File: src/rsd_pkg.sv
// package for the register space decoder: map constants and field layout
// assumes a 28-bit internal byte address and 16-bit data words
package rsd_pkg;
  localparam int ADDR_W = 28; // internal decode address width
  localparam int DATA_W = 16; // register word width
  localparam int BLK_W = 12; // 4k register window, byte offset width
  localparam int NUM_REGS = 16; // words held in the local register file
  localparam int IDX_W = 4; // word index width
  localparam int BASE_LSB = 24; // base field low address bit
  localparam int BASE_W = 4; // base field bits 27..24
  localparam logic [BASE_W-1:0] BASE_RST = 4'h0; // base after reset
  localparam logic [23:0] WIN_TOP = 24'hfff000; // window inside 16m page
  localparam logic [BLK_W-1:0] OFS_BASE = 12'h000; // base register offset
  localparam logic [BLK_W-1:0] OFS_MAP = 12'h002; // map size control
  localparam logic [BLK_W-1:0] OFS_STAT = 12'h004; // read-only status
  localparam logic [BLK_W-1:0] OFS_WO = 12'h006; // write-only, bit 0 clears
  localparam logic [DATA_W-1:0] REG_RST = 16'h0000; // general reset value
  typedef enum logic [1:0] {
    RSD_TGT_NONE,
    RSD_TGT_REG,
    RSD_TGT_CS,
    RSD_TGT_DRAM
  } rsd_tgt_e;
endpackage

File: src/rsd_mem_if.sv
// interface between the decoder and its register storage
// assumes a single clock shared by both ends
interface rsd_mem_if;
  import rsd_pkg::*;
  logic we; // one-cycle write strobe
  logic [IDX_W-1:0] idx; // word index
  logic [DATA_W-1:0] wdata; // write data
  logic [DATA_W-1:0] rdata; // registered read data
  logic byp; // read a control word instead of storage
  logic [DATA_W-1:0] byp_data; // control word to return
  modport ctl (output we, output idx, output wdata, output byp,
    output byp_data, input rdata);
  modport mem (input we, input idx, input wdata, input byp,
    input byp_data, output rdata);
endinterface

File: src/rsd_regfile.sv
// small word memory that backs the general registers of the block
// assumes the caller only indexes words inside the array
module rsd_regfile
  import rsd_pkg::*;
#(
  parameter int DEPTH = NUM_REGS
) (
  input wire logic core_clk_i,
  input wire logic rst_b_i,
  rsd_mem_if.mem port
);
  logic [DATA_W-1:0] mem_reg [DEPTH]; // storage words
  logic [DATA_W-1:0] rd_reg; // registered read data
  logic [DATA_W-1:0] rd_next;

  // read data is looked up combinationally then registered; control words
  // come in on the bypass so every read leaves through the same flop
  always_comb begin
    rd_next = port.byp ? port.byp_data : mem_reg[port.idx];
  end

  // storage and read register; reset clears every word
  always_ff @(posedge core_clk_i or negedge rst_b_i) begin
    if (!rst_b_i) begin
      rd_reg <= REG_RST;
      for (int i = 0; i < DEPTH; i++) begin
        mem_reg[i] <= REG_RST;
      end
    end else begin
      rd_reg <= rd_next;
      if (port.we) begin
        mem_reg[port.idx] <= port.wdata;
      end
    end
  end

  assign port.rdata = rd_reg;
endmodule

File: src/rsd_decoder.sv
// register space decoder: places the 4k register window and arbitrates
// between registers, chip-select banks and dram on overlapping hits
// assumes a master that issues one word access per valid cycle and that
// the chip-select and dram hit lines come from same-clock decode logic
module rsd_decoder
  import rsd_pkg::*;
(
  input wire logic core_clk_i,
  input wire logic rst_b_i,
  input wire logic req_i, // one-cycle access request
  input wire logic wr_i, // high for write, low for read
  input wire logic [ADDR_W-1:0] addr_i, // byte address
  input wire logic [DATA_W-1:0] wdata_i, // write word
  input wire logic cs_hit_i, // some chip-select bank matches
  input wire logic dram_hit_i, // some dram bank matches
  output logic ack_o, // register access done
  output logic [DATA_W-1:0] rdata_o, // register read data
  output logic sel_cs_o, // chip-selects win the access
  output logic sel_dram_o, // dram wins the access
  output logic misalign_o // odd address seen on register hit
);
  rsd_mem_if mif ();

  rsd_regfile #(
    .DEPTH(NUM_REGS)
  ) u_regs (
    .core_clk_i(core_clk_i),
    .rst_b_i(rst_b_i),
    .port(mif)
  );

  logic [BASE_W-1:0] base_reg; // relocation field
  logic [BASE_W-1:0] base_next;
  logic map256_reg; // full 256m decode enabled
  logic map256_next;
  logic ack_reg; // register answer pulse
  logic ack_next;
  logic cs_reg; // chip-select grant pulse
  logic cs_next;
  logic dram_reg; // dram grant pulse
  logic dram_next;
  logic mis_reg; // odd-address flag, travels with ack
  logic mis_next;
  logic mis_seen_reg; // sticky odd-address flag shown in status
  logic mis_seen_next;
  logic mis_set; // this access is an odd register access
  logic mis_clr; // software asks to clear the sticky flag
  logic wr_hit; // register write accepted this cycle
  logic rd_hit; // register read accepted this cycle
  logic [BLK_W-1:0] ofs_word; // offset with the byte bit forced even
  logic reg_hit; // address falls in the window
  logic [BLK_W-1:0] ofs; // offset inside window
  rsd_tgt_e tgt; // winning target

  // window match; in 16m mode bits 27..24 are ignored like an alias-free
  // 24-bit master would present them, so the window stays at the top
  always_comb begin
    if (map256_reg) begin
      reg_hit = (addr_i[ADDR_W-1:BASE_LSB] == base_reg) &&
                (addr_i[BASE_LSB-1:BLK_W] == WIN_TOP[23:BLK_W]);
    end else begin
      reg_hit = (addr_i[BASE_LSB-1:BLK_W] == WIN_TOP[23:BLK_W]);
    end
    ofs = addr_i[BLK_W-1:0];
  end

  // fixed priority arbitration, only one winner responds
  always_comb begin
    if (!req_i) begin
      tgt = RSD_TGT_NONE;
    end else if (reg_hit) begin
      tgt = RSD_TGT_REG;
    end else if (cs_hit_i) begin
      tgt = RSD_TGT_CS;
    end else if (dram_hit_i) begin
      tgt = RSD_TGT_DRAM;
    end else begin
      tgt = RSD_TGT_NONE;
    end
  end

  // access qualifiers shared by the state groups below; the offset is
  // forced even so an odd byte address still reaches its whole word
  always_comb begin
    ofs_word = {ofs[BLK_W-1:1], 1'b0};
    wr_hit = (tgt == RSD_TGT_REG) && wr_i;
    rd_hit = (tgt == RSD_TGT_REG) && !wr_i;
    mis_set = (tgt == RSD_TGT_REG) && ofs[0];
    mis_clr = wr_hit && (ofs_word == OFS_WO) && wdata_i[0];
  end

  // configuration next state; decode above always used the old base, so
  // a base write is seen whole from the following cycle on
  always_comb begin
    base_next = base_reg;
    map256_next = map256_reg;
    if (wr_hit) begin
      case (ofs_word)
        OFS_BASE: begin
          base_next = wdata_i[BASE_W-1:0];
        end
        OFS_MAP: begin
          map256_next = wdata_i[0];
        end
        default: begin
          // other words leave the map alone
        end
      endcase
    end
  end

  // configuration flops; reset puts the window back at the top of 16m
  always_ff @(posedge core_clk_i or negedge rst_b_i) begin
    if (!rst_b_i) begin
      base_reg <= BASE_RST;
      map256_reg <= 1'b0; // 16m map at power-up
    end else begin
      base_reg <= base_next;
      map256_reg <= map256_next;
    end
  end

  // answer pulses: at most one winner, one cycle after the request edge
  always_comb begin
    ack_next = 1'b0;
    cs_next = 1'b0;
    dram_next = 1'b0;
    mis_next = 1'b0;
    case (tgt)
      RSD_TGT_REG: begin
        ack_next = 1'b1; // no wait states
        mis_next = ofs[0]; // byte address flagged, still a word access
      end
      RSD_TGT_CS: begin
        cs_next = 1'b1;
      end
      RSD_TGT_DRAM: begin
        dram_next = 1'b1;
      end
      default: begin
        // nobody claims the address, nothing answers
      end
    endcase
  end

  // answer flops; each pulse stands for exactly one cycle
  always_ff @(posedge core_clk_i or negedge rst_b_i) begin
    if (!rst_b_i) begin
      ack_reg <= 1'b0;
      cs_reg <= 1'b0;
      dram_reg <= 1'b0;
      mis_reg <= 1'b0;
    end else begin
      ack_reg <= ack_next;
      cs_reg <= cs_next;
      dram_reg <= dram_next;
      mis_reg <= mis_next;
    end
  end

  // sticky odd-address flag; a new odd access wins over a clear in the
  // same cycle, so a misuse is never lost to a racing clear
  always_comb begin
    mis_seen_next = mis_seen_reg;
    if (mis_set) begin
      mis_seen_next = 1'b1;
    end else if (mis_clr) begin
      mis_seen_next = 1'b0;
    end
  end

  // status flop
  always_ff @(posedge core_clk_i or negedge rst_b_i) begin
    if (!rst_b_i) begin
      mis_seen_reg <= 1'b0;
    end else begin
      mis_seen_reg <= mis_seen_next;
    end
  end

  // storage port: general words go to the register file, control words
  // are fed in as a bypass so the file's output flop carries every read
  // and the read data leaves the block straight from a flip-flop
  always_comb begin
    mif.we = 1'b0;
    mif.idx = ofs[IDX_W:1]; // word index, bit 0 dropped
    mif.wdata = wdata_i;
    mif.byp = 1'b0;
    mif.byp_data = REG_RST;
    case (ofs_word)
      OFS_BASE: begin
        mif.byp = rd_hit;
        mif.byp_data = {{(DATA_W-BASE_W){1'b0}}, base_reg};
      end
      OFS_MAP: begin
        mif.byp = rd_hit;
        mif.byp_data = {{(DATA_W-1){1'b0}}, map256_reg};
      end
      OFS_STAT: begin
        mif.byp = rd_hit; // read-only, a write is acked and dropped
        mif.byp_data = {{(DATA_W-2){1'b0}}, mis_seen_reg, map256_reg};
      end
      OFS_WO: begin
        mif.byp = rd_hit; // write-only, reads back as zero
        mif.byp_data = REG_RST;
      end
      default: begin
        mif.we = wr_hit; // general read-write word
      end
    endcase
  end

  // every output is a flop: the pulses here, read data in the file
  assign ack_o = ack_reg;
  assign rdata_o = mif.rdata;
  assign sel_cs_o = cs_reg;
  assign sel_dram_o = dram_reg;
  assign misalign_o = mis_reg;
endmodule

File: config.mk
export PLATFORM = sky130hd
export DESIGN_NAME = rsd_decoder
export DESIGN_NICKNAME = d
export VERILOG_FILES = /design/src/rsd_pkg.sv /design/src/rsd_mem_if.sv /design/src/rsd_regfile.sv /design/src/rsd_decoder.sv
export SDC_FILE = /design/constraint.sdc
export NUM_CORES = 1
export LEC_CHECK = 0
export ABC_AREA = 1
export BUFFER_PORTS_ARGS = -buffer_cell sky130_fd_sc_hd__buf_4
export CORE_AREA = 2 2 185 187
export CTS_CLUSTER_SIZE = 12
export DETAILED_ROUTE_END_ITERATION = 10
export DIE_AREA = 0 0 187 189
export GPL_TIMING_DRIVEN = 0
export PLACE_DENSITY = 0.61
export SLEW_MARGIN = 20
export SYNTH_ARGS = -nofsm -noshare
export SYNTH_HDL_FRONTEND = slang
export SYNTH_SLANG_ARGS = --single-unit
File: constraint.sdc
create_clock -name core_clk_i -period 1.8 [get_ports core_clk_i]
set_clock_uncertainty 0.05 [all_clocks]
set_input_delay 0.54 -clock core_clk_i [delete_from_list [all_inputs] [get_ports core_clk_i]]
set_output_delay 0.54 -clock core_clk_i [all_outputs]
set_load 0.03 [all_outputs]
==> results_dict.tcl, run 1 <==
set metrics [dict create \
    h_tree_depth_reported_by_cts 2 \
    maximum_number_of_pins_on_one_net_before_global_route_repair 88 \
    crit_arrival_ns 2.60 \
    layout.cells.most_common "nand2_1" \
    p_total_mw 15.9 \
    boundaryPins 70 \
    hold_end "misalign_o" \
    antenna_found_initial 0 \
    max-vdd-ir-drop_uv 622 \
    timing.critical_path.from_type "input port" \
    min_path_type "input port to register" \
    power.density_cell_area_mw_per_mm2 877 \
    synth-seq-cells 282 \
    multiInputGateArea_mm2 0.00632 \
    num_antenna_cells 0 \
    crit_required_ns 2.20 \
    tritoncts.num_buffers 34 \
    detail-route-antenna-nets 0 \
    p_comb_frac 0.118 \
    final-setup-viol-count 280 \
    drt_first_iter_violations 1573 \
    insertion_delay_of_the_later_clocked_pin_in_the_worst_skew_pair_ns 0.52 \
    cell_with_the_largest_stage_delay_on_the_worst_path "clkbuf_1" \
    cts_max_path_buffers 3 \
    portBuffers 52 \
    ys.warnings.count 0 \
    routed_wl_um 49600 \
    floorplan.initialDensity 0.396 \
    clk_pin_slew_worst_paths_ns 0.06 \
    worst_r2r_startpoint "base_reg[1]" \
    worst_path_largest_cell_delay_ns 0.67 \
    seq_power_share 0.438 \
    failed_checks "setup timing" \
    detail_route.drc_violations 0 \
    synth.area.top_cells "dfrtp_1, nand2_1, nand3_1" \
    flip_flop_count_of_the_largest_register_after_layout 256 \
    internal-power_mw 11.7 \
    floorplan.die.width_um 187 \
    min_period_over_period 1.23 \
    most-common-layout-cells "nand2_1, dfrtp_1, nand3_1, nand3_2, buf_4" \
    hold_viol_final 0 \
    drt-pass1-iter-count 5 \
    drt-vias-per-instance 5.78 \
    core_area_mm2 0.0333 \
    detailroute.via_count 13000 \
    critical_path_buf_inv_count 4 \
    maxSlewHeadroom 0.377 \
    grt_util_all_layers 0.264 \
    clockPowerShare 0.445 \
    placement.setup.worst_slack_ns -1.45 \
    power_switching_share 0.264 \
    wl_cell_um 22.0 \
    timing.setup.tns_ns -90.10 \
    synthDistinctLibCells 28 \
    status "finished, violations left" \
    clkSinkCount 282 \
    core.rowCount 67 \
    p_leak_nw 8.79 \
    cp_cell_sequence "buf_4, nor2_4, inv_2, clkbuf_4, nor2_2, clkbuf_1, nand3_2, nand2_2" \
    drv_cap 0 \
    sequential_cell_area_in_the_final_layout_mm2 0.00706 \
    die_footprint_mm2 0.0353 \
    layout-area-overhead-vs-synth_pct 37.1 \
    cp_max_fo 10 \
    min_from "addr_i[0]" \
    reg2reg_slack_ns -0.38 \
    synth_nets 1657 \
    max_slew.worst_pin.slew_ns 0.935 \
    gr-total-overflow 0 \
    nNetsFinal 1832 \
    die-height_um 189 \
    worstSetupEndpointType "register" \
    net_switching_component_of_the_power_mw 4.19 \
    fin_crit_ns 2.21 \
    worst_hold_path.num_cells 3 \
    final_layout_size_suffix_gt1_frac 0.273 \
    synthesis.instances 1607 \
    path_delay_family "buffers and inverters" \
    synth.avg_cell_area_um2 8.20 \
    synth_area_mm2 0.0132 \
    synth.largest_area_cell "dfrtp_1" \
    vias_in_the_first_global_route 12000 \
    place_congestion 0.922 \
    crit_type "input port to register" \
    post-synth-top-area-fraction 0.535 \
    final.fill_count 3014 \
    cts_root_buffer "clkbuf_16" \
    maxClockFrequency_ghz 0.453 \
    synth.yosys.seq_area_share 0.535 \
    grt_first_pass_wirelength_um 72000 \
    detailedPlacementHpwl_um 30500 \
    critical_path.reg2reg.endpoint "u_regs.mem_reg[120]" \
    r2r_cells 16 \
    cts_tree "done" \
    post-route-worst-setup-slack_ns -0.406 \
    grt_setup_unrepaired "yes" \
    slew_violations 0 \
]
per-stage QoR:
step	util	cells	area (um^2)	hold slack, ns
floorplan	-	1607	13500	0.194
global placement	0.434	2107	14500	0.404
detailed placement	0.437	2110	14500	0.409
CTS	0.504	2217	16800	0.205
global route	0.543	2251	18100	0.211
finish	0.543	2251	18100	0.200
power groups by stage:
stage / combinational (mW) / clock, mW / sequential, mW
final: 1.87 / 7.05 / 6.94
after CTS: 1.69 / 7.09 / 6.93
after global placement: 1.52 / 0 / 7.03
after detailed placement: 1.58 / 0 / 7.03
after floorplan: 0.820 / 0 / 7.07
after global routing: 2.01 / 7.36 / 6.97
cells by family after synthesis:
group | count (synthesis) | share of synthesized area
AOI/OAI and AO/OA | 176 | 0.0807
DFF | 282 | 0.535
and+or+nand+nor | 970 | 0.324
buffers and inverters | 179 | 0.0596
worst max path at each step:
| stage | endpoint | cells after the start | slack, ns | startpoint |
|---|---|---|---|---|
| after floorplan | u_regs.mem_reg[37] | 13 | -0.22 | addr_i[15] |
| after global placement | u_regs.mem_reg[157] | 1 | -2.42 | rst_b_i |
| after detailed placement | u_regs.port.rdata[10] | 12 | -1.45 | addr_i[1] |
| after CTS | u_regs.mem_reg[9] | 14 | -0.32 | base_reg[1] |
| after global routing | u_regs.mem_reg[55] | 8 | -0.52 | addr_i[2] |
| final | u_regs.mem_reg[104] | 8 | -0.41 | addr_i[2] |
repair_timing:
action,CTS,global route
cloned,15,18
setup endpoints to repair,279,355
hold buffers,1,0
resized for setup,153,185
buffers inserted,34,16
pin swaps,46,116
endpoints found under the hold margin,41,0
layer usage:
metal | wire, um | GRT usage | vias to the layer above
li1 | - | - | 5765
met1 | 20800 | 0.367 | 6418
met2 | 22300 | 0.415 | 698
met3 | 4150 | 0.0369 | 135
met4 | 2330 | 0.114 | 0
met5 | 0 | 0 | -
worst reg2reg max path, stage by stage, from the launching register on:
cell	delay, ns
dfrtp_1	0.37
inv_2	0.05
nand2_2	0.06
nand2_2	0.06
nor2_4	0.12
nand2_2	0.05
nand2_2	0.07
nand2_4	0.08
a21boi_2	0.17
nand3_2	0.12
nor2_4	0.15
buf_12	0.12
buf_12	0.14
clkbuf_16	0.18
clkbuf_16	0.16
nand3_2	0.07
nand2_1	0.10
layout make-up:
type | count | share of cell area
plain buffers | 133 | 0.0642
clock inverters | 9 | 0.00706
well taps | 448 | 0.0310
multi-input cells | 1147 | 0.350
flip-flops and latches | 282 | 0.391
clock buffers | 48 | 0.0556
repair buffers | 138 | 0.0911
inverters | 46 | 0.0107
cells in the mapped netlist:
cell,count
nand3_2,1
buf_6,1
a21boi_0,1
a31oi_1,8
inv_1,37
nor2_4,4
nand4_4,9
clkbuf_1,75
o21ai_0,55
a22oi_1,20
nand4_1,19
inv_2,9
nand3b_1,1
nor4_1,1
nand2_1,602
nand3_1,297
o31ai_1,2
nor3_1,1
buf_1,10
buf_4,19
nor2_2,1
nand2_4,1
o21ai_2,1
o22ai_1,89
nand2_2,1
nor2_1,32
buf_2,28
dfrtp_1,282
(Power assumes the default switching activity.)
==> run 2, diff against run 1 <==
BUFFER_PORTS_ARGS = unset   (was -buffer_cell sky130_fd_sc_hd__buf_4)
DONT_BUFFER_PORTS = 1   (was unset)
PLACE_DENSITY = 0.59   (was 0.61)
==> run 2 against run 1 <==
Against the previous run:
- the run ends with hold timing, setup timing left
- combinational power fell by 25%
- global-route usage down 0.84 points
- first-iteration DRC count is 10% lower
- highest routed layer unchanged
==> results_dict.tcl, run 2 (same netlist as run 1, synthesis figures left out) <==
set metrics [dict create \
    detailedPlacementHpwl_um 29700 \
    slew_violations 0 \
    post-route-worst-setup-slack_ns -0.342 \
    seq_power_share 0.460 \
    clkSinkCount 282 \
    die_footprint_mm2 0.0353 \
    detail_route.drc_violations 0 \
    die-height_um 189 \
    maxSlewHeadroom 0.393 \
    grt_setup_unrepaired "yes" \
    drt_first_iter_violations 1409 \
    routed_wl_um 48200 \
    core_area_mm2 0.0333 \
    cp_max_fo 10 \
    failed_checks "hold timing, setup timing" \
    cts_tree "done" \
    place_congestion 0.900 \
    drt-vias-per-instance 5.74 \
    path_delay_family "simple AND/OR/NAND/NOR gates" \
    portBuffers 0 \
    p_leak_nw 8.37 \
    detailroute.via_count 12500 \
    sequential_cell_area_in_the_final_layout_mm2 0.00706 \
    cell_with_the_largest_stage_delay_on_the_worst_path "dfrtp_1" \
    max-vdd-ir-drop_uv 641 \
    layout-area-overhead-vs-synth_pct 30.1 \
    worst_path_largest_cell_delay_ns 0.39 \
    multiInputGateArea_mm2 0.00610 \
    maximum_number_of_pins_on_one_net_before_global_route_repair 283 \
    floorplan.die.width_um 187 \
    power_switching_share 0.266 \
    clockPowerShare 0.447 \
    min_path_type "input port to asynchronous set/reset pin" \
    vias_in_the_first_global_route 11600 \
    insertion_delay_of_the_later_clocked_pin_in_the_worst_skew_pair_ns 0.53 \
    timing.critical_path.from_type "register" \
    timing.setup.tns_ns -66.84 \
    final-setup-viol-count 272 \
    r2r_cells 15 \
    clk_pin_slew_worst_paths_ns 0.06 \
    reg2reg_slack_ns -0.34 \
    cts_max_path_buffers 3 \
    grt_util_all_layers 0.256 \
    crit_required_ns 2.19 \
    layout.cells.most_common "nand2_1" \
    cts_root_buffer "clkbuf_16" \
    num_antenna_cells 0 \
    hold_viol_final 282 \
    cp_cell_sequence "inv_2, nand2_2, nand2_2, nor2_2, nand2_1, nand2_1, nand2_2, a21boi_2, nand3_2, nor2_4, buf_6, buf_12, buf_12, nand3_1, nand2_1" \
    boundaryPins 70 \
    detail-route-antenna-nets 0 \
    drt-pass1-iter-count 5 \
    core.rowCount 67 \
    final_layout_size_suffix_gt1_frac 0.233 \
    crit_arrival_ns 2.53 \
    net_switching_component_of_the_power_mw 4.07 \
    internal-power_mw 11.2 \
    min_period_over_period 1.19 \
    critical_path_buf_inv_count 4 \
    placement.setup.worst_slack_ns -1.37 \
    critical_path.reg2reg.endpoint "u_regs.mem_reg[3]" \
    gr-total-overflow 0 \
    flip_flop_count_of_the_largest_register_after_layout 256 \
    antenna_found_initial 0 \
    nNetsFinal 1761 \
    final_area_mm2 0.0171 \
    post_dp_cell_area_mm2 0.0141 \
    worstSetupEndpointType "register" \
    most-common-layout-cells "nand2_1, dfrtp_1, nand3_1, nand3_2, o22ai_1" \
    wl_cell_um 22.1 \
    max_slew.worst_pin.slew_ns 0.911 \
    h_tree_depth_reported_by_cts 2 \
    worst_r2r_startpoint "base_reg[3]" \
    power.density_cell_area_mw_per_mm2 892 \
    drv_cap 0 \
    final.fill_count 3150 \
    fin_crit_ns 2.14 \
    grt_first_pass_wirelength_um 69600 \
    fin_hold_ws_ns -0.333 \
    tritoncts.num_buffers 34 \
    maxClockFrequency_ghz 0.467 \
    floorplan.initialDensity 0.396 \
    crit_type "register to register" \
    p_comb_frac 0.092 \
    status "finished, violations left" \
]
## run 2: changes by cell type in the layout (fill, tap and decap cells not counted), sizes merged
cell	delta
clkbuf	+4
nand2	-1
dlygate4sd3	-1
bufinv	-2
buf	-71
clkinv	+1
## run 2: worst reg2reg max path, cell delays in order (launching register included)
cell and delay [ns]:
dfrtp_1 0.39, inv_2 0.05, nand2_2 0.05, nand2_2 0.05, nor2_2 0.09, nand2_1 0.05, nand2_1 0.06, nand2_2 0.09
a21boi_2 0.14, nand3_2 0.12, nor2_4 0.24, buf_6 0.17, buf_12 0.17, buf_12 0.15, nand3_1 0.08, nand2_1 0.11
## run 2: timing repair
action / in CTS / in global routing
gates cloned: 9 / 19
buffers inserted: 30 / 12
pin swaps: 29 / 104
endpoints found under the setup margin: 277 / 279
hold endpoints to repair: 282 / 282
gates resized for setup: 129 / 176
## run 2: through the flow
stage | total power, mW | util | cells
2_1_floorplan | 7.89 | - | 1607
3_3_place_gp | 8.30 | 0.422 | 2055
3_5_place_dp | 8.33 | 0.422 | 2055
4_1_cts | 15.2 | 0.477 | 2151
5_1_grt | 15.7 | 0.515 | 2181
6_report | 15.3 | 0.515 | 2181
## run 2: cell type report
| cell class | count | area share |
|---|---|---|
| inverters | 46 | 0.0113 |
| multi-input cells | 1146 | 0.356 |
| flip-flops and latches | 282 | 0.412 |
| well taps | 448 | 0.0327 |
| plain buffers | 132 | 0.0658 |
| clock buffers | 50 | 0.0585 |
| clock inverters | 8 | 0.00547 |
| repair buffers | 69 | 0.0589 |
## run 2: worst max path at each step
stage                      from                    to  cells past startpoint
finish              base_reg[3]     u_regs.mem_reg[3]                     15
global route        base_reg[1]     u_regs.mem_reg[3]                     14
CTS                 base_reg[3]   u_regs.mem_reg[113]                     15
detailed placement    addr_i[1]  u_regs.port.rdata[6]                     11
global placement      addr_i[1]  u_regs.port.rdata[6]                     11
floorplan            addr_i[15]    u_regs.mem_reg[37]                     13
## run 2: layer usage
layer | wire, um | track usage
met5 | 0 | 0
met4 | 1750 | 0.101
met1 | 20700 | 0.359
met2 | 21800 | 0.398
met3 | 3930 | 0.0413
## run 2: power groups by stage
stage | combinational (mW) | clock (mW) | sequential [mW]
5_1_grt | 1.52 | 7.12 | 7.07
4_1_cts | 1.27 | 6.87 | 7.03
3_3_place_gp | 1.18 | 0 | 7.12
2_1_floorplan | 0.820 | 0 | 7.07
6_report | 1.41 | 6.84 | 7.04
3_5_place_dp | 1.20 | 0 | 7.13
==> run 3, diff against run 2 <==
CELL_PAD_IN_SITES_DETAIL_PLACEMENT = 0   (was unset)
CELL_PAD_IN_SITES_GLOBAL_PLACEMENT = 1   (was unset)
PLACE_DENSITY = 0.73   (was 0.59)
==> run 3 against run 2 <==
Against the previous run:
- the run still ends with hold timing, setup timing left
- wire length is 1.5% lower
- fmax rose by 0.26%
- combinational power is 6% lower
- worst setup slack improved by 0.0055 ns
- sequential share of layout area increased by 2.2 points
- count of clock-buffer cells in the layout grew 3
- final cell count is 0.50% lower
- register-to-register slack about the same
- final area decreased by 5.0%
- via count fell by 2.6%
- core utilization fell by 2.6 points
- critical path type unchanged
- largest power group unchanged
- highest routed layer unchanged
==> results_dict.tcl, run 3 (same netlist as run 1, synthesis figures left out) <==
set metrics [dict create \
    status "finished, violations left" \
    failed_checks "hold timing, setup timing" \
    placement.setup.worst_slack_ns -1.35 \
    grt_util_all_layers 0.265 \
    hold_viol_final 282 \
    cell_with_the_largest_stage_delay_on_the_worst_path "dfrtp_1" \
    floorplan.die.width_um 187 \
    detail_route.drc_violations 0 \
    nNetsFinal 1750 \
    num_antenna_cells 0 \
    cts_root_buffer "clkbuf_16" \
    worstSetupEndpointType "register" \
    power.density_cell_area_mw_per_mm2 925 \
    layout.cells.most_common "nand2_1" \
    drv_cap 0 \
    flip_flop_count_of_the_largest_register_after_layout 256 \
    max-vdd-ir-drop_uv 664 \
    fin_hold_ws_ns -0.323 \
    fin_crit_ns 2.14 \
    most-common-layout-cells "nand2_1, dfrtp_1, nand3_1, o22ai_1, clkbuf_1" \
    insertion_delay_of_the_later_clocked_pin_in_the_worst_skew_pair_ns 0.52 \
    core_area_mm2 0.0333 \
    worst_r2r_startpoint "base_reg[0]" \
    min_path_type "input port to asynchronous set/reset pin" \
    max_slew.worst_pin.slew_ns 1.05 \
    cp_max_fo 7 \
    final-setup-viol-count 278 \
    drt-vias-per-instance 5.62 \
    gr-total-overflow 0 \
    maximum_number_of_pins_on_one_net_before_global_route_repair 283 \
    final_layout_size_suffix_gt1_frac 0.155 \
    floorplan.initialDensity 0.396 \
    p_total_mw 15.1 \
    final.fill_count 3291 \
    portBuffers 0 \
    min_period_over_period 1.19 \
    place_congestion 0.863 \
    slew_violations 0 \
    core.rowCount 67 \
    post-route-worst-setup-slack_ns -0.337 \
    h_tree_depth_reported_by_cts 2 \
    detail-route-antenna-nets 0 \
    crit_required_ns 2.19 \
    clk_pin_slew_worst_paths_ns 0.06 \
    drt-pass1-iter-count 5 \
    cts_max_path_buffers 3 \
    timing.critical_path.from_type "register" \
    detailedPlacementHpwl_um 30600 \
    die_footprint_mm2 0.0353 \
    reg2reg_slack_ns -0.34 \
    layout-area-overhead-vs-synth_pct 23.6 \
    crit_type "register to register" \
    boundaryPins 70 \
    grt_setup_unrepaired "yes" \
    cp_cell_sequence "inv_2, nand2_2, nand2_1, nor2_1, nand2_1, nand2_1, nand2_2, a21boi_2, nand3_2, nor2_4, buf_6, buf_12, clkbuf_16, nand3_2, nand2_1" \
    vias_in_the_first_global_route 11900 \
    antenna_found_initial 0 \
    crit_arrival_ns 2.53 \
    grt_first_pass_wirelength_um 71800 \
    routed_wl_um 47400 \
    critical_path.most_common_cell "nand2_1" \
    wl_cell_um 21.9 \
    drt_first_iter_violations 1343 \
    die-height_um 189 \
    detailroute.via_count 12200 \
    cts_tree "done" \
    clkSinkCount 282 \
    worst_path_largest_cell_delay_ns 0.37 \
    critical_path.reg2reg.endpoint "u_regs.mem_reg[114]" \
    maxSlewHeadroom 0.299 \
    tritoncts.num_buffers 34 \
    maxClockFrequency_ghz 0.468 \
    p_leak_nw 8.19 \
    share_of_the_core_filled_with_cells 0.489 \
    r2r_cells 15 \
]
run 3: cell count changes in the layout (fill, tap and decap cells not counted), moves of 3 or more:
cell / previous run / this run
buf_6: 35 / 43
buf_8: 15 / 9
clkbuf_1: 65 / 71
clkbuf_16: 54 / 43
nand2_1: 539 / 584
nand2_2: 62 / 17
nand3_1: 197 / 267
nand3_2: 99 / 31
nor2_1: 17 / 20
nor2_2: 11 / 8
run 3: layout make-up:
| type | instances | area (um^2) | area share |
|---|---|---|---|
| Buffer | 133 | 1120 | 0.0685 |
| Clock buffer | 53 | 1010 | 0.0622 |
| Clock inverter | 5 | 53.8 | 0.00330 |
| Inverter | 46 | 194 | 0.0119 |
| Multi-Input combinational cell | 1146 | 5620 | 0.345 |
| Sequential cell | 282 | 7060 | 0.433 |
| Tap cell | 448 | 561 | 0.0344 |
| Timing Repair Buffer | 57 | 669 | 0.0411 |
run 3: worst max-delay path by stage:
stage	start	endpoint	slack (ns)
detailed placement	addr_i[1]	u_regs.port.rdata[12]	-1.35
CTS	base_reg[0]	u_regs.mem_reg[92]	-0.27
floorplan	addr_i[15]	u_regs.mem_reg[37]	-0.22
finish	base_reg[0]	u_regs.mem_reg[114]	-0.34
global placement	addr_i[1]	u_regs.port.rdata[6]	-1.36
global route	base_reg[0]	u_regs.mem_reg[146]	-0.50
run 3: timing repair:
item / in CTS / in global routing
gates cloned: 8 / 8
pin swaps: 15 / 50
buffers inserted: 32 / 10
endpoints found under the hold margin: 282 / 282
setup endpoints to repair: 277 / 279
resized for setup: 105 / 67
run 3: metrics by stage:
step	std cells	area, um^2	setup TNS (ns)
after floorplan	1607	13500	-45.52
after global placement	2055	14100	-208.51
after detailed placement	2055	14100	-205.38
after CTS	2153	15800	-62.39
after global routing	2170	16300	-123.41
final	2170	16300	-75.45
run 3: where the power goes:
| group | switching (mW) | total [mW] | internal, mW |
|---|---|---|---|
| Combinational | 0.890 | 1.33 | 0.440 |
| Clock | 2.71 | 6.71 | 4.00 |
| Sequential | 0.299 | 7.03 | 6.73 |
run 3: worst max-delay path, delay by kind of cell (launching register included):
kind                   cells  cell delay (ns)
buffers and inverters      4             0.53
AO/OA/AOI/OAI              1             0.14
flip-flops                 1             0.37
AND/OR/NAND/NOR           10             0.98
run 3: metal layers:
layer	vias up	routed length (um)	track usage
met5	-	0	0
met2	506	21500	0.414
met1	6011	20700	0.371
met4	0	1880	0.112
li1	5566	-	-
met3	102	3310	0.0337
